$ cat src/hdl/smc_read_pkg.sv
// shared types and constants for the static memory read interface
// Functional notes
// - 26 address lines, 64-Mbyte window per select
// - small memories alias across the whole window
// - address bits used depend on bus width
// - per select width of 8, 16 or 32
// - wide buses use write strobes or lane selects
// - write strobe mode: one strobe per lane
// - no booting in write strobe mode
// - lane select mode: one select per lane
// - shared pins follow width and access type
// - unused pins per width and mode stay idle
// - lane selects switch with the address
// - write strobes behave like the write enable
// - read starts by driving the address
// - read strobe setup, pulse, then hold
// - chip select has own setup, pulse, hold
// - read timings per select in clock cycles
// - hold is cycle minus setup minus pulse
// - zero setup and hold keeps strobes low
// - read mode bit picks the sampling strobe
// - mode 1 samples at read strobe rise
// - mode 0 samples at chip select rise
package smc_read_pkg;
  localparam int NUM_CS = 8;
  localparam int CS_W = 3;
  localparam int ADDR_W = 26;
  localparam int DATA_W = 32;
  localparam int LANES = 4;
  localparam int TIME_W = 9;
  localparam int SYNC_STAGES = 2;
  localparam logic [TIME_W-1:0] ONE_CYC = 9'h001;
  localparam logic [LANES-1:0] PINS_IDLE = 4'hf;
  localparam logic [NUM_CS-1:0] CS_IDLE = 8'hff;
  localparam logic [LANES-1:0] LANES_NONE = 4'h0;

  typedef enum logic [1:0] {
    WIDTH_8 = 2'b00,
    WIDTH_16 = 2'b01,
    WIDTH_32 = 2'b10
  } bus_width_field_t;

  typedef enum logic {
    ACC_LANE_SELECT = 1'b0,
    ACC_WRITE_STROBE = 1'b1
  } byte_access_type_t;

  typedef enum logic {
    SAMPLE_ON_CS = 1'b0,
    SAMPLE_ON_RD = 1'b1
  } read_mode_t;

  // per chip select mode and read timing, counts in clock cycles
  typedef struct packed {
    bus_width_field_t bus_width_field;
    byte_access_type_t byte_access_type;
    read_mode_t read_mode;
    logic [TIME_W-1:0] read_strobe_setup;
    logic [TIME_W-1:0] read_strobe_pulse;
    logic [TIME_W-1:0] cs_read_setup;
    logic [TIME_W-1:0] cs_read_pulse;
    logic [TIME_W-1:0] read_cycle_length;
  } cs_cfg_t;

  typedef struct packed {
    logic [CS_W-1:0] cs;
    logic [ADDR_W-1:0] addr;
    logic [LANES-1:0] byte_en;
  } rd_req_t;

  typedef enum logic [1:0] {
    ST_IDLE = 2'b00,
    ST_ACCESS = 2'b01,
    ST_GAP = 2'b10
  } rd_state_t;
endpackage

$ cat src/hdl/static_memory_read_interface.sv
// static memory read waveform generator with shared pin multiplexing
`timescale 1ns/1ps
module static_memory_read_interface
  import smc_read_pkg::*;
(
  input wire logic clock_in,
  input wire logic reset_n_in,
  input wire cs_cfg_t [NUM_CS-1:0] cs_cfg_in,
  input wire logic req_valid_in,
  input wire rd_req_t req_in,
  output logic req_ready_out,
  output logic rd_valid_out,
  output logic [DATA_W-1:0] rd_data_out,
  output logic boot_cfg_bad_out,
  output logic [ADDR_W-1:2] ext_addr_out,
  output logic [NUM_CS-1:0] chip_select_line_n_out,
  output logic read_strobe_n_out,
  output logic a0_lane0_select_out,
  output logic write_enable_lane0_write_strobe_out,
  output logic lane1_select_write_strobe_out,
  output logic a1_lane2_select_write_strobe_out,
  output logic lane3_select_write_strobe_out,
  input wire logic [DATA_W-1:0] data_pin_in,
  output logic [DATA_W-1:0] data_pin_out,
  output logic data_pin_oe_out
);

  rd_state_t state_q;
  rd_req_t cur_q;
  cs_cfg_t cfg_q;
  cs_cfg_t cfg_new;
  logic [TIME_W-1:0] cnt_q;
  logic [TIME_W-1:0] cnt_d;
  logic [NUM_CS-1:0] cs_n_q;
  logic rd_n_q;
  logic [LANES-1:0] pins_q;
  logic [ADDR_W-1:2] addr_q;
  logic [DATA_W-1:0] d_s1_q;
  logic [DATA_W-1:0] d_s2_q;
  logic cap_p1_q;
  logic cap_p2_q;
  logic rd_valid_q;
  logic [DATA_W-1:0] rd_data_q;
  logic boot_bad_q;
  logic last_cyc;
  logic take;
  logic cap_end;
  logic [TIME_W:0] end_idx;
  logic in_access_d;
  rd_req_t req_d;
  cs_cfg_t cfg_d;

  // true while cycle index sits inside setup .. setup+pulse-1
  function automatic logic in_pulse(input logic [TIME_W-1:0] idx,
                                    input logic [TIME_W-1:0] setup,
                                    input logic [TIME_W-1:0] pulse);
    logic [TIME_W:0] lim;
    lim = {1'b0, setup} + {1'b0, pulse};
    return ({1'b0, idx} >= {1'b0, setup}) && ({1'b0, idx} < lim);
  endfunction

  // lanes that the access really touches, per bus width
  function automatic logic [LANES-1:0] lane_mask(input cs_cfg_t c,
                                                 input rd_req_t r);
    logic [LANES-1:0] m;
    m = LANES_NONE;
    case (c.bus_width_field)
      WIDTH_16: m = {2'b00, r.addr[1] ? r.byte_en[3:2] : r.byte_en[1:0]};
      WIDTH_32: m = r.byte_en;
      default: m = LANES_NONE;
    endcase
    return m;
  endfunction

  // shared pins {pin3, pin2, pin1, pin0}; write strobes idle on reads
  function automatic logic [LANES-1:0] pin_map(input cs_cfg_t c,
                                               input rd_req_t r,
                                               input logic [LANES-1:0] m);
    logic [LANES-1:0] p;
    p = PINS_IDLE;
    case (c.bus_width_field)
      WIDTH_8:
      begin
        p[0] = r.addr[0];
        p[2] = r.addr[1];
      end
      WIDTH_16:
      begin
        p[2] = r.addr[1];
        if (c.byte_access_type == ACC_LANE_SELECT)
        begin
          p[1:0] = ~m[1:0];
        end
      end
      WIDTH_32:
      begin
        if (c.byte_access_type == ACC_LANE_SELECT)
        begin
          p = ~m;
        end
      end
      default: p = PINS_IDLE;
    endcase
    return p;
  endfunction

  always_comb
  begin
    cfg_new = cs_cfg_in[req_in.cs];
    end_idx = (cfg_q.read_mode == SAMPLE_ON_RD) ?
      {1'b0, cfg_q.read_strobe_setup} + {1'b0, cfg_q.read_strobe_pulse} :
      {1'b0, cfg_q.cs_read_setup} + {1'b0, cfg_q.cs_read_pulse};
    cap_end = (state_q == ST_ACCESS) &&
      ({1'b0, cnt_q} + {1'b0, ONE_CYC} == end_idx);
    last_cyc = (state_q == ST_ACCESS) &&
      (cnt_q + ONE_CYC >= cfg_q.read_cycle_length);
    take = req_valid_in && ((state_q == ST_IDLE) ||
      (last_cyc && req_in.cs == cur_q.cs));
  end

  assign req_ready_out = (state_q == ST_IDLE) ||
    (last_cyc && req_in.cs == cur_q.cs);

  always_comb
  begin
    cnt_d = cnt_q + ONE_CYC;
    req_d = cur_q;
    cfg_d = cfg_q;
    in_access_d = (state_q == ST_ACCESS) && !last_cyc;
    if (take)
    begin
      cnt_d = '0;
      req_d = req_in;
      cfg_d = cfg_new;
      in_access_d = 1'b1;
    end
  end

  // sequencing: idle, access cycles, one idle gap after each run
  always_ff @(posedge clock_in or negedge reset_n_in)
  begin
    if (!reset_n_in)
    begin
      state_q <= ST_IDLE;
      cnt_q <= '0;
      cur_q <= '0;
      cfg_q <= '0;
    end
    else
    begin
      cnt_q <= in_access_d ? cnt_d : '0;
      cur_q <= req_d;
      cfg_q <= cfg_d;
      case (state_q)
        ST_IDLE: state_q <= take ? ST_ACCESS : ST_IDLE;
        ST_ACCESS:
        begin
          if (last_cyc && !take)
          begin
            state_q <= ST_GAP;
          end
        end
        ST_GAP: state_q <= ST_IDLE;
        default: state_q <= ST_IDLE;
      endcase
    end
  end

  // registered pin levels for the cycle index that comes next
  always_ff @(posedge clock_in or negedge reset_n_in)
  begin
    if (!reset_n_in)
    begin
      cs_n_q <= CS_IDLE;
      rd_n_q <= 1'b1;
      pins_q <= PINS_IDLE;
      addr_q <= '0;
    end
    else
    begin
      cs_n_q <= CS_IDLE;
      rd_n_q <= 1'b1;
      pins_q <= PINS_IDLE;
      if (in_access_d)
      begin
        addr_q <= req_d.addr[ADDR_W-1:2];
        pins_q <= pin_map(cfg_d, req_d, lane_mask(cfg_d, req_d));
        rd_n_q <= !in_pulse(cnt_d, cfg_d.read_strobe_setup,
                            cfg_d.read_strobe_pulse);
        cs_n_q[req_d.cs] <= !in_pulse(cnt_d, cfg_d.cs_read_setup,
                                      cfg_d.cs_read_pulse);
      end
    end
  end

  // data pins pass two stages before capture
  always_ff @(posedge clock_in or negedge reset_n_in)
  begin
    if (!reset_n_in)
    begin
      d_s1_q <= '0;
      d_s2_q <= '0;
    end
    else
    begin
      d_s1_q <= data_pin_in;
      d_s2_q <= d_s1_q;
    end
  end

  // capture lags the sampling edge by the synchroniser depth
  always_ff @(posedge clock_in or negedge reset_n_in)
  begin
    if (!reset_n_in)
    begin
      cap_p1_q <= 1'b0;
      cap_p2_q <= 1'b0;
      rd_valid_q <= 1'b0;
      rd_data_q <= '0;
    end
    else
    begin
      cap_p1_q <= cap_end;
      cap_p2_q <= cap_p1_q;
      rd_valid_q <= cap_p2_q;
      if (cap_p2_q)
      begin
        rd_data_q <= d_s2_q;
      end
    end
  end

  // boot select must not use write strobe style
  always_ff @(posedge clock_in or negedge reset_n_in)
  begin
    if (!reset_n_in)
    begin
      boot_bad_q <= 1'b0;
    end
    else
    begin
      boot_bad_q <= (cs_cfg_in[0].byte_access_type ==
                     ACC_WRITE_STROBE);
    end
  end

  assign rd_valid_out = rd_valid_q;
  assign boot_cfg_bad_out = boot_bad_q;
  assign rd_data_out = rd_data_q;
  assign ext_addr_out = addr_q;
  assign chip_select_line_n_out = cs_n_q;
  assign read_strobe_n_out = rd_n_q;
  assign a0_lane0_select_out = pins_q[0];
  assign write_enable_lane0_write_strobe_out = 1'b1;
  assign lane1_select_write_strobe_out = pins_q[1];
  assign a1_lane2_select_write_strobe_out = pins_q[2];
  assign lane3_select_write_strobe_out = pins_q[3];
  assign data_pin_out = '0;
  assign data_pin_oe_out = 1'b0;

  a_idle_inactive: assert property (@(posedge clock_in)
    disable iff (!reset_n_in)
    (state_q != ST_ACCESS) |-> (cs_n_q == CS_IDLE && rd_n_q &&
      !data_pin_oe_out))
    else $error("strobes active outside an access");

  a_rd_window: assert property (@(posedge clock_in)
    disable iff (!reset_n_in)
    (state_q == ST_ACCESS && cnt_q == cfg_q.read_strobe_setup)
      |-> !rd_n_q)
    else $error("read strobe not low after setup");

  a_rd_hold_high: assert property (@(posedge clock_in)
    disable iff (!reset_n_in)
    (state_q == ST_ACCESS && {1'b0, cnt_q} >=
      {1'b0, cfg_q.read_strobe_setup} + {1'b0, cfg_q.read_strobe_pulse})
      |-> rd_n_q)
    else $error("read strobe low during hold");

  a_cs_window: assert property (@(posedge clock_in)
    disable iff (!reset_n_in)
    (state_q == ST_ACCESS && cnt_q < cfg_q.cs_read_setup)
      |-> cs_n_q == CS_IDLE)
    else $error("chip select low during its setup");

  a_cs_one_hot: assert property (@(posedge clock_in)
    disable iff (!reset_n_in)
    $onehot0(~cs_n_q) && (cs_n_q == CS_IDLE ||
      !cs_n_q[cur_q.cs]))
    else $error("wrong chip select asserted");

  a_capture_lat: assert property (@(posedge clock_in)
    disable iff (!reset_n_in)
    cap_end |-> ##3 (rd_valid_out &&
      rd_data_out == $past(data_pin_in, 3)))
    else $error("read data not returned three cycles after sample");

  a_rd_mode_edge: assert property (@(posedge clock_in)
    disable iff (!reset_n_in)
    (cap_end && cfg_q.read_mode == SAMPLE_ON_RD && !take)
      |-> !rd_n_q ##1 rd_n_q)
    else $error("read strobe did not rise at sampling edge");

  a_cs_mode_edge: assert property (@(posedge clock_in)
    disable iff (!reset_n_in)
    (cap_end && cfg_q.read_mode == SAMPLE_ON_CS && !take)
      |-> !cs_n_q[cur_q.cs] ##1 cs_n_q == CS_IDLE)
    else $error("chip select did not rise at sampling edge");

  a_lane_mask: assert property (@(posedge clock_in)
    disable iff (!reset_n_in)
    (state_q == ST_ACCESS && cfg_q.bus_width_field == WIDTH_32 &&
      cfg_q.byte_access_type == ACC_LANE_SELECT)
      |-> pins_q == ~cur_q.byte_en)
    else $error("lane selects differ from addressed bytes");

  a_gap_after_run: assert property (@(posedge clock_in)
    disable iff (!reset_n_in)
    (last_cyc && !take) |=> state_q == ST_GAP ##1 state_q == ST_IDLE)
    else $error("no idle gap after an access run");

  a_cs_pulse_low: assert property (@(posedge clock_in)
    disable iff (!reset_n_in)
    (state_q == ST_ACCESS && cnt_q == cfg_q.cs_read_setup)
      |-> !cs_n_q[cur_q.cs])
    else $error("chip select not low after its setup");

  a_addr_held: assert property (@(posedge clock_in)
    disable iff (!reset_n_in)
    (state_q == ST_ACCESS)
      |-> ext_addr_out == cur_q.addr[ADDR_W-1:2])
    else $error("address pins differ from the request");

  a_narrow_mux: assert property (@(posedge clock_in)
    disable iff (!reset_n_in)
    (state_q == ST_ACCESS && cfg_q.bus_width_field == WIDTH_8)
      |-> (a0_lane0_select_out == cur_q.addr[0] &&
      a1_lane2_select_write_strobe_out == cur_q.addr[1]))
    else $error("address bits missing on shared pins");

  a_back_to_back: assert property (@(posedge clock_in)
    disable iff (!reset_n_in)
    (last_cyc && take) |=> (state_q == ST_ACCESS && cnt_q == '0))
    else $error("back to back read did not restart at once");

endmodule // static_memory_read_interface

$ cat config.mk
export PLATFORM = sky130hd
export DESIGN_NAME = static_memory_read_interface
export DESIGN_NICKNAME = d
export VERILOG_FILES = /design/src/hdl/smc_read_pkg.sv /design/src/hdl/static_memory_read_interface.sv
export SDC_FILE = /design/constraint.sdc
export NUM_CORES = 1
export LEC_CHECK = 0
export BUFFER_PORTS_ARGS = -buffer_cell sky130_fd_sc_hd__buf_4
export CAP_MARGIN = 10
export CORE_AREA = 5 5 218 220
export CTS_CLUSTER_SIZE = 28
export DETAILED_ROUTE_END_ITERATION = 12
export DIE_AREA = 0 0 223 225
export SLEW_MARGIN = 20
export SYNTH_ARGS = -nofsm -noshare
export SYNTH_HDL_FRONTEND = slang
export SYNTH_SLANG_ARGS = --single-unit
export TNS_END_PERCENT = 100
$ cat constraint.sdc
create_clock -name clock_in -period 6.85 [get_ports clock_in]
set_input_delay 0.3425 -clock clock_in [delete_from_list [all_inputs] [get_ports clock_in]]
set_output_delay 0.3425 -clock clock_in [all_outputs]
set_load 0.1 [all_outputs]
Word level (Yosys, flattened, before mapping)

Cells that the tools add are included.

Output and inout port bits: 106
Bits of input ports: 460
Bits in registers: 230
Logic and storage cells: 90

Add/sub/neg operators: 6
Magnitude comparators: 8
Bitwise operators: 4
Eq/ne operators: 6
Muxes and demuxes: 25
Reductions and logical operators: 17

Operator list:

| cell                 | count |
|---|---|
| $bmux 49 s3          | 1 |
| $mux 49              | 2 |
| $add 9x9->10         | 4 |
| $mux 33              | 1 |
| $ge 9x9->1           | 3 |
| $lt 9x10->1          | 2 |
| $mux 9               | 2 |
| $mux 4               | 3 |
| $add 9x1->10 const B | 1 |
| $eq 10x10->1         | 1 |
| $mux 10              | 1 |
| $add 9x1->9 const B  | 1 |
| $logic_and 1x1->1    | 9 |
| $lt 3x4->1 const B   | 2 |
| $mux 8               | 1 |
| $not 8->8            | 1 |
| $or 8x8->8           | 1 |
| $pmux 4 s2           | 1 |
| $mux 2               | 3 |
| $mux 1               | 5 |
| $eq 2x1->1 const B   | 2 |
| $logic_not 1->1      | 4 |
| $logic_not 2->1      | 2 |
| $not 4->4            | 1 |
| 11 further kinds     | 12 |

Logic depth before layout (Yosys ltp)

Gate-level depths: netlist (run 1).

Depth in word-level cells: 14
Gate-level depth with buffers: 32
Depth with buffers taken out: 28

Worst setup path before layout (run 1)

OpenSTA, ideal clock, no wires.

Kind: register to register
Start: register cnt_q[4]
End: register cs_n_q[0], in the netlist chip_select_line_n_out[0]
Setup time: 0.100 ns
Required time: 6.750 ns
Slack: 0.251 ns
Arrival time: 6.499 ns
Cell stages (with the launch flop): 30
Path through: dfrtp_1 and3_1 and3_1 nand3_1 xor2_1 inv_1 ha_1 a21o_1 or2_2 o221a_4 nor2_1 buf_2 buf_2 buf_2 buf_1 nand2_1 o21ai_0 ha_1 a21o_1 maj3_1 mux2i_1 o221ai_1 a41oi_1 xor2_1 ha_1 a2111o_1 a211o_1 o211ai_1 o311a_1 nand4_1

RTL lines:

| what                            | RTL line                            | RTL |
|---|---|---|
| from (decl)                     | static_memory_read_interface.sv:32  | `logic [TIME_W-1:0] cnt_q;` |
| from (signal assigned)          | static_memory_read_interface.sv:151 | `cnt_q <= in_access_d ? cnt_d : '0;` |
| to (signal, indexed assignment) | static_memory_read_interface.sv:190 | `cs_n_q[req_d.cs] <= !in_pulse(cnt_d, cfg_d.cs_read_setup,` |
| to (decl)                       | static_memory_read_interface.sv:34  | `logic [NUM_CS-1:0] cs_n_q;` |

==> flow_metrics.tcl, run 1 <==
set metrics [dict create \
    ant_nets 0 \
    vias 11992 \
    insertion_delay_ns 0.53 \
    final_cells 2410 \
    rr_endpoint "chip_select_line_n_out[0]$_DFF_PN1_" \
    cp_top_family "compound AO/OA/AOI/OAI gates" \
    ctsLongestPathBuffers 3 \
    final.min_clock_period_ns 6.43 \
    arrival_ns 6.86 \
    area_growth_pct 42.4 \
    fin_setup_tns_ns 0 \
    utilization_pct 44.7 \
    io_buffers 531 \
    drv_slew 0 \
    io-pin-count 566 \
    ys.flop_type "dfrtp_1" \
    synth.top_cells.by_area "dfrtp_1 (38%), mux4_2 (16%), ha_1 (7.1%)" \
    numCtsBuffers 26 \
    ys_warn_count 0 \
    hp-start "req_in[0]" \
    power_density_nw_per_um2 406 \
    crit_required_ns 7.28 \
    grt_pass1_vias 12727 \
    rows 78 \
    syn_inst 1210 \
    setup_violations 0 \
    cp-end-kind "register" \
    first_iter_violations 847 \
    synth_top_area_share_pct 38.4 \
    dieArea_um2 50200 \
    startpoint_type "register" \
    max_freq_mhz 156 \
    fp.dieW_um 223 \
    ys_top_cells_by_count "dfrtp_1 (217), nand2_1 (161), mux4_2 (103)" \
    crit_path_frequent_cell "ha_1" \
    dpl.hpwl_mm 44.9 \
    slowest_delay_ns 0.40 \
    start_util_pct 31.4 \
    ys_seq_area_share_pct 40.8 \
    grt_pass1_wl_mm 80.7 \
    p_leak_nw 9.83 \
    clkTransAtPathRegs_ns 0.06 \
    worst-path-max-fanout 8 \
    maxCapViolations 0 \
    r2r-start "cnt_q[4]$_DFF_PN0_" \
    core_um2 45100 \
    synth-async-reset-ratio_pct 100 \
    rsz0062_at_grt "false" \
    reg2regPathDepth 25 \
    synth.largest_area_cell "dfrtp_1" \
    routed_wl_mm 55.1 \
    finClkSkew_ns 0.0173 \
    vias_per_cell 4.98 \
    layout.nets 2325 \
    drive_above_1_share_pct 43.7 \
    ir_worst_vdd_uv 242 \
    final-hold-violation-count 0 \
    remaining_drc_errors 0 \
    worst-path-buf-inv 2 \
    synth-seq-cells 230 \
    routedWlPerCell_um 22.9 \
    finalCritPeriodShare_pct 93.9 \
    finalWeightedCongestion 0.950 \
    overflow 0 \
    min_path_cells 3 \
    synth_cell_type_count 64 \
    cts_tree "done" \
    synth.avg_cell_area_um2 11.7 \
    htreeDepth 1 \
    worstSetupPathType "reg2reg" \
    clock-root-buffer "clkbuf_16" \
    min_to "cur_q[0]$_DFF_PN0_" \
    power_mw 8.18 \
    status "finished clean" \
    tightestPinTransition_ns 0.919 \
    relSlewSlack_pct 38.7 \
    die_h_um 225 \
    critPathSlowestCell "dfrtp_1" \
    synth-edff-count 0 \
    cp.depth 25 \
    dp_cells 2295 \
    cts_setup_buffers 0 \
    ff2ff_setup_slack_ns 0.42 \
    cts_sinks 230 \
    min_path_type "in2reg" \
    dr.pass1.iters 5 \
    grt_use_total_pct 21.0 \
    yosysMostFrequentCell "dfrtp_1" \
    netlist_area_um2 14200 \
    antenna_found_initial 10 \
    grt_start_max_net_pins 107 \
]
[routing by layer]
| layer | GRT usage, % | routed length (um) | vias to the layer above |
|---|---|---|---|
| met1 | 25.2 | 21200 | 5956 |
| met4 | 7.94 | 2090 | 0 |
| met2 | 37.4 | 28400 | 468 |
| li1 | - | - | 5490 |
| met5 | 0 | 0 | - |
| met3 | 4.04 | 3390 | 78 |
[per-stage QoR]
step	instance area, um2	hold slack, ns	worst slack [ns]
6_report	20200	0.0499	0.420
5_1_grt	20200	0.0483	0.0140
4_1_cts	20100	0.00505	0.177
3_5_place_dp	18700	0.335	0.223
3_3_place_gp	18700	0.332	0.433
2_1_floorplan	14300	0.0469	0.251
[layout by cell type, fill, tap and decap left out, types with 5 or more instances in the layout]
cell	instances
maj3_1	6
mux4_2	103
conb_1	34
nor2b_1	7
dfstp_2	13
o21ai_0	56
a21o_1	16
xor2_1	24
and3_1	7
ha_1	80
xnor2_1	35
nand2_1	160
a21oi_1	38
nand4_1	12
clkbuf_1	7
buf_4	541
mux2i_1	53
diode_2	10
dlygate4sd3_1	58
mux2_2	75
nand3_1	28
dfrtp_1	217
nor2_1	42
nor3_1	13
clkbuf_16	27
inv_1	54
clkbuf_8	5
[worst max-delay path by stage]
stage                  startpoint                             endpoint  slack, ns
6_report       cnt_q[4]$_DFF_PN0_  chip_select_line_n_out[0]$_DFF_PN1_       0.42
3_5_place_dp   cnt_q[4]$_DFF_PN0_  chip_select_line_n_out[0]$_DFF_PN1_       0.22
3_3_place_gp   cnt_q[4]$_DFF_PN0_  chip_select_line_n_out[0]$_DFF_PN1_       0.43
5_1_grt        cnt_q[0]$_DFF_PN0_  chip_select_line_n_out[0]$_DFF_PN1_       0.01
4_1_cts        cnt_q[4]$_DFF_PN0_  chip_select_line_n_out[0]$_DFF_PN1_       0.18
2_1_floorplan  cnt_q[4]$_DFF_PN0_  chip_select_line_n_out[0]$_DFF_PN1_       0.25
[worst register-to-register path, cell delays in order, from the launching register on]
cell      delay (ns)
dfrtp_1         0.40
and3_1          0.21
and3_1          0.20
nand3_1         0.10
xor2_1          0.28
inv_1           0.18
ha_1            0.32
a21o_1          0.22
or2_2           0.31
o221ai_1        0.28
nand2_2         0.14
mux2i_1         0.23
inv_1           0.13
ha_1            0.30
a21o_1          0.20
maj3_1          0.36
mux2i_1         0.21
o221ai_1        0.21
a41oi_1         0.38
xor2_1          0.18
ha_1            0.26
a2111o_1        0.38
a211o_1         0.27
o211ai_1        0.08
o311a_1         0.37
nand4_1         0.14
[sequential cells by signal, summed over array words and instances, names as in the netlist, 2 cells and up, named ones only]
register,count
cfg_q,48
cur_q,33
d_s1_q,32
d_s2_q,32
rd_data_out,32
ext_addr_out,24
cnt_q,9
chip_select_line_n_out,8
pins_q,4
state_q,2
[logic make-up after synthesis]
logic type      share of synthesized area, %
simple gates                            9.25
mux                                     26.3
flops                                   40.8
compound gates                          6.92
buf+inv                                 5.00
fa+ha+maj                               8.06
xor+xnor                                3.65
other cells                           0.0531
[layout make-up]
class	instances	area (um2)
diodes	10	25.0
flip-flops and latches	230	5770
multi-input cells	865	7820
well taps	600	751
clock inverters	8	95.1
inverters	54	203
fillers	4304	24900
repair buffers	604	4720
clock buffers	39	771
[power breakdown]
| group | switching [mW] | total, mW | internal, mW |
|---|---|---|---|
| clock | 0.557 | 1.41 | 0.850 |
| combinational | 3.00 | 4.75 | 1.75 |
| sequential | 0.255 | 2.02 | 1.76 |
| total | 3.81 | 8.18 | 4.36 |
[timing repair]
action                                  4_1_cts  5_1_grt
endpoints found under the setup margin        0        9
endpoints found under the hold margin       149        0
hold buffers                                 58        0
gates resized for setup                       0        2
Power figures use the tool's default switching activity.
==> inputs of run 2 (changes only) <==
Settings changed: CAP_MARGIN 10 to default, CORE_AREA 5 5 218 220 to 5 5 216 218, CTS_BUF_LIST from default to sky130_fd_sc_hd__clkbuf_2, DIE_AREA 0 0 223 225 to 0 0 221 223.
==> flow_metrics.tcl, run 2 (synthesis gave the netlist of run 1 again) <==
set metrics [dict create \
    max_freq_mhz 157 \
    relSlewSlack_pct 23.4 \
    worst-path-max-fanout 8 \
    first_iter_violations 713 \
    finalWeightedCongestion 0.935 \
    routedWlPerCell_um 21.8 \
    area_growth_pct 53.4 \
    dr.pass1.iters 5 \
    dpl.hpwl_mm 45.4 \
    rsz0062_at_grt "false" \
    crit_end "chip_select_line_n_out[0]$_DFF_PN1_" \
    drv_slew 0 \
    worstSetupPathType "reg2reg" \
    crit_required_ns 7.70 \
    critPathSlowestCell "dfrtp_1" \
    fillers 4203 \
    core_um2 44700 \
    crit_path_frequent_cell "ha_1" \
    io_buffers 531 \
    largestRegisters "cfg_q (48), cur_q (33)" \
    worst-path-buf-inv 2 \
    vias 12991 \
    cts_sinks 230 \
    ant_nets 0 \
    final.min_clock_period_ns 6.37 \
    arrival_ns 7.23 \
    routed_wl_mm 58.0 \
    start_util_pct 31.7 \
    cp-end-kind "register" \
    largest_reg_flops 48 \
    reg2regPathDepth 25 \
    grt_use_total_pct 22.9 \
    min_path_type "in2reg" \
    fp.dieW_um 221 \
    clkTransAtPathRegs_ns 0.12 \
    rows 78 \
    status "finished clean" \
    ctsLongestPathBuffers 3 \
    ir_worst_vdd_uv 270 \
    insertion_delay_ns 0.97 \
    place_ws_ns 0.307 \
    crit_path_start "cnt_q[4]$_DFF_PN0_" \
    grt_pass1_vias 14438 \
    largest-register "cfg_q" \
    maxCapViolations 0 \
    layout_setup_ws_ns 0.475 \
    p_leak_nw 10.6 \
    grt_pass1_wl_mm 87.0 \
    remaining_drc_errors 0 \
    finalCritPeriodShare_pct 93.1 \
    fin_setup_tns_ns 0 \
    finClkSkew_ns 0.0786 \
    grt_start_max_net_pins 164 \
    slowest_delay_ns 0.41 \
    startpoint_type "register" \
    overflow 0 \
    clock-root-buffer "clkbuf_2" \
    cts_setup_buffers 0 \
    layout_commonest_cell "buf_4" \
    final_cell_mix "buf_4 (541), dlygate4sd3_1 (238), dfrtp_1 (217)" \
    r2r-start "cnt_q[4]$_DFF_PN0_" \
    ff2ff_setup_slack_ns 0.48 \
    die_h_um 223 \
    tightestPinTransition_ns 1.15 \
    io-pin-count 566 \
    vias_per_cell 4.88 \
    setup_violations 0 \
    cp_top_family "compound AO/OA/AOI/OAI gates" \
    numCtsBuffers 61 \
    htreeDepth 2 \
    cts_tree "done" \
    drive_above_1_share_pct 41.0 \
    power_density_nw_per_um2 364 \
    antenna_found_initial 17 \
    cp.depth 25 \
    rr_endpoint "chip_select_line_n_out[0]$_DFF_PN1_" \
    final-hold-violation-count 0 \
    dieArea_um2 49300 \
    layout.nets 2541 \
]
==> run 2: cell type report <==
type	instances	area (um2)	area share, %
Sequential cell	230	5770	26.6
Multi-Input combinational cell	865	7830	36.1
Inverter	54	203	0.933
Tap cell	600	751	3.46
Clock inverter	30	146	0.674
Clock buffer	85	425	1.96
Timing Repair Buffer	785	6560	30.2
Antenna cell	12	30.0	0.138
==> run 2: what timing repair did <==
item | CTS | global route
setup endpoints to repair | 0 | 9
endpoints found under the hold margin | 357 | 0
resized for setup | 0 | 3
hold buffers | 239 | 0
==> run 2: worst min path at each step <==
| stage | slack, ns | endpoint | cells after the start | from |
|---|---|---|---|---|
| after floorplan | 0.05 | asynchronous set/reset pin | 0 | reset_n_in |
| after global placement | 0.32 | d_s2_q[5]$_DFF_PN0_ | 1 | reset_n_in |
| after detailed placement | 0.32 | d_s1_q[10]$_DFF_PN0_ | 1 | reset_n_in |
| after CTS | 0.0008 | cur_q[10]$_DFF_PN0_ | 4 | req_in[10] |
| after global routing | 0.03 | cfg_q[29]$_DFF_PN0_ | 5 | cs_cfg_in[323] |
| final | 0.19 | cfg_q[15]$_DFF_PN0_ | 4 | cs_cfg_in[211] |
==> run 2: routing by layer <==
| layer | up-vias | track usage (%) | part of all wire, % |
|---|---|---|---|
| li1 | 5984 | - | - |
| met1 | 6347 | 24.7 | 36 |
| met2 | 511 | 40.9 | 52 |
| met3 | 141 | 6.50 | 6.9 |
| met4 | 8 | 12.2 | 5.6 |
| met5 | - | 0 | 0.095 |
==> run 2: through the flow <==
step / cell area, um2 / power [mW] / utilization (%) / hold WS [ns] / std cells
floorplan: 14300 / 5.49 / - / 0.0469 / 1242
global placement: 18700 / 6.69 / 41.8 / 0.317 / 2295
detailed placement: 18700 / 6.77 / 41.8 / 0.325 / 2295
CTS: 21700 / 7.97 / 48.5 / 0.000847 / 2649
global route: 21700 / 8.53 / 48.6 / 0.0278 / 2661
finish: 21700 / 7.90 / 48.6 / 0.192 / 2661
==> run 2: worst register-to-register path, stage by stage, from the launching register on <==
cell and delay, ns:
dfrtp_1 0.41, and3_1 0.20, and3_1 0.19, nand3_1 0.09, xor2_1 0.28, inv_1 0.18
ha_1 0.32, a21o_1 0.20, or2_2 0.30, o221ai_1 0.33, nand2_2 0.12, mux2i_1 0.22
inv_1 0.13, ha_1 0.31, a21o_1 0.20, maj3_1 0.35, mux2i_1 0.20, o221ai_1 0.18
a41oi_1 0.40, xor2_1 0.20, ha_1 0.27, a2111o_1 0.39, a211o_1 0.28, o211ai_1 0.10
o311a_4 0.28, nand4_1 0.11
==> run 2: report_power, final <==
| part | internal (mW) | total [mW] | switching, mW |
|---|---|---|---|
| clock | 0.381 | 0.984 | 0.603 |
| combinational | 1.87 | 4.93 | 3.05 |
| sequential | 1.76 | 1.99 | 0.236 |
| total | 4.01 | 7.90 | 3.89 |
==> inputs of run 3 (changes only) <==
Settings changed: ABC_AREA from default to 1, CELL_PAD_IN_SITES_DETAIL_PLACEMENT from default to 0, CELL_PAD_IN_SITES_GLOBAL_PLACEMENT from default to 1, CORE_AREA 5 5 216 218 to default, CORE_MARGIN from default to 5, CORE_UTILIZATION from default to 32, DIE_AREA 0 0 221 223 to default, PLACE_DENSITY_LB_ADDON from default to 0.1.
==> flow_metrics.tcl, run 3 <==
set metrics [dict create \
    status "finished clean" \
    final_cell_mix "buf_4 (541), nand2_1 (526), dfrtp_1 (217)" \
    final-hold-violation-count 0 \
    maxCapViolations 0 \
    yosys.area_share.simple_pct 28.0 \
    drive_above_1_share_pct 28.1 \
    layout_commonest_cell "buf_4" \
    start_util_pct 32.2 \
    numCtsBuffers 59 \
    area_growth_pct 46.4 \
    io-pin-count 566 \
    ys_seq_area_share_pct 39.8 \
    antenna_found_initial 2 \
    crit_required_ns 7.67 \
    muxShareOfSynthArea_pct 2.48 \
    synth_top_area_share_pct 37.4 \
    finClkSkew_ns 0.0596 \
    ys_warn_count 0 \
    fp.dieW_um 223 \
    core_um2 45100 \
    power_density_nw_per_um2 384 \
    overflow 0 \
    min_path_cells 5 \
    worstSetupPathType "reg2reg" \
    synth.largest_area_cell "dfrtp_1" \
    synth-edff-count 0 \
    synth-seq-cells 230 \
    yosysMostFrequentCell "nand2_1" \
    remaining_drc_errors 0 \
    fin_setup_tns_ns 0 \
    finalWeightedCongestion 0.904 \
    ys_top_cells_by_count "nand2_1 (526), dfrtp_1 (217), nand3_1 (203)" \
    layout.nets 3123 \
    ctsLongestPathBuffers 3 \
    largestRegisters "cfg_q (48), cur_q (33)" \
    synth.top_cells.by_area "dfrtp_1 (37%), nand2_1 (14%), nand3_1 (7.0%)" \
    grt_start_max_net_pins 169 \
    crit_path_frequent_cell "nand2_1" \
    worst-path-buf-inv 4 \
    dr.pass1.iters 5 \
    cts_hold_buf 177 \
    cts_setup_buffers 0 \
    reg2regPathDepth 30 \
    insertion_delay_ns 0.94 \
    setup_violations 0 \
    max_freq_mhz 178 \
    synth-async-reset-ratio_pct 100 \
    syn_inst 1898 \
    grt_use_total_pct 23.7 \
    ctsResizeCount 0 \
    whs_ns 0.102 \
    cts_tree "done" \
    final.min_clock_period_ns 5.63 \
    ff2ff_setup_slack_ns 1.22 \
    cp_top_family "simple AND/OR/NAND/NOR gates" \
    htreeDepth 2 \
    relSlewSlack_pct 41.4 \
    dpl.hpwl_mm 46.7 \
    ys.flop_type "dfrtp_1" \
    min_path_type "in2reg" \
    tightestPinTransition_ns 0.879 \
    power_mw 8.15 \
    synth_cell_type_count 51 \
    largest-register "cfg_q" \
    rows 78 \
    rsz0062_at_grt "false" \
    synthAdderAreaFrac_pct 7.45 \
    vias 15570 \
    routed_wl_mm 61.3 \
    cp-end-kind "register" \
    arrival_ns 6.45 \
    dr_wl_met3_mm 3.49 \
    p_leak_nw 10.9 \
    drv_slew 0 \
    synth_compound_area_share_pct 12.4 \
    synthXorXnorAreaFrac_pct 1.45 \
    slowest_delay_ns 0.52 \
    grt_pass1_vias 16074 \
    wl_met1_mm 26.1 \
    utilization_pct 47.1 \
    dieArea_um2 49700 \
    largest_reg_flops 48 \
    netlist_area_um2 14500 \
    cp.depth 30 \
    worst-path-max-fanout 45 \
    synth_top_family_by_area "simple AND/OR/NAND/NOR gates" \
    critPathSlowestCell "buf_4" \
    io_buffers 531 \
    highest_layer "met4" \
    fillers 4647 \
    wl_met2_mm 29.9 \
    grt_pass1_wl_mm 93.6 \
    startpoint_type "register" \
    ant_nets 0 \
    cts_sinks 230 \
    clock-root-buffer "clkbuf_2" \
    routedWlPerCell_um 19.0 \
    first_iter_violations 997 \
    die_h_um 223 \
    ir_worst_vdd_uv 283 \
    finalCritPeriodShare_pct 82.2 \
    vias_per_cell 4.82 \
    synth.avg_cell_area_um2 7.64 \
    clkTransAtPathRegs_ns 0.09 \
]
## run 3: worst paths after layout
kind / from / to
min in group asynchronous: reset_n_in / rd_data_out[21]$_DFFE_PN0P_
worst max register to register: cnt_q[0]$_DFF_PN0_ / chip_select_line_n_out[1]$_DFF_PN1_
worst min register to register: d_s1_q[8]$_DFF_PN0_ / d_s2_q[8]$_DFF_PN0_
max in group asynchronous: reset_n_in / ext_addr_out[21]$_DFFE_PN0N_
worst min-delay path: cs_cfg_in[143] / cfg_q[45]$_DFFE_PN0N_
worst max-delay path: cnt_q[0]$_DFF_PN0_ / chip_select_line_n_out[1]$_DFF_PN1_
## run 3: routing by layer
metal / vias up / GRT usage [%]
met4: 0 / 6.68
li1: 7648 / -
met1: 7296 / 30.6
met2: 528 / 41.1
met3: 98 / 4.16
met5: - / 0
## run 3: where the power goes
part	internal (mW)	switching [mW]
Clock	0.364	0.591
Sequential	1.78	0.236
Combinational	1.72	3.47
## run 3: worst reg2reg max path: cells and delay by family (launching register included)
| kind | cells | cell delay (ns) |
|---|---|---|
| AOI/OAI and AO/OA | 5 | 0.84 |
| xor gates and xnor gates | 2 | 0.39 |
| adders and majority gates | 4 | 1.21 |
| buffers and inverters | 4 | 1.08 |
| DFF | 1 | 0.40 |
| and+or+nand+nor | 15 | 1.66 |
## run 3: final cells by class
type | instances | area [um2] | share of cell area, %
timing repair buffer | 729 | 6020 | 28.3
inverter | 125 | 475 | 2.24
tap | 600 | 751 | 3.54
multi-input combinational | 1434 | 7650 | 36.1
sequential | 230 | 5770 | 27.2
clock buffer | 92 | 460 | 2.17
antenna | 2 | 5.00 | 0.0236
clock inverter | 17 | 90.1 | 0.424
## run 3: logic make-up after synthesis
logic type,after synthesis
simple gates,964
flops,230
xor+xnor,24
compound gates,296
buf+inv,266
fa+ha+maj,84
other cells,2
mux,32
## run 3: per-stage QoR
step	setup slack, ns	area (um2)	std cells
floorplan	1.50	14600	1930
global placement	1.42	18800	2937
detailed placement	1.25	18800	2937
CTS	1.21	21200	3223
global route	0.635	21200	3229
finish	1.22	21200	3229
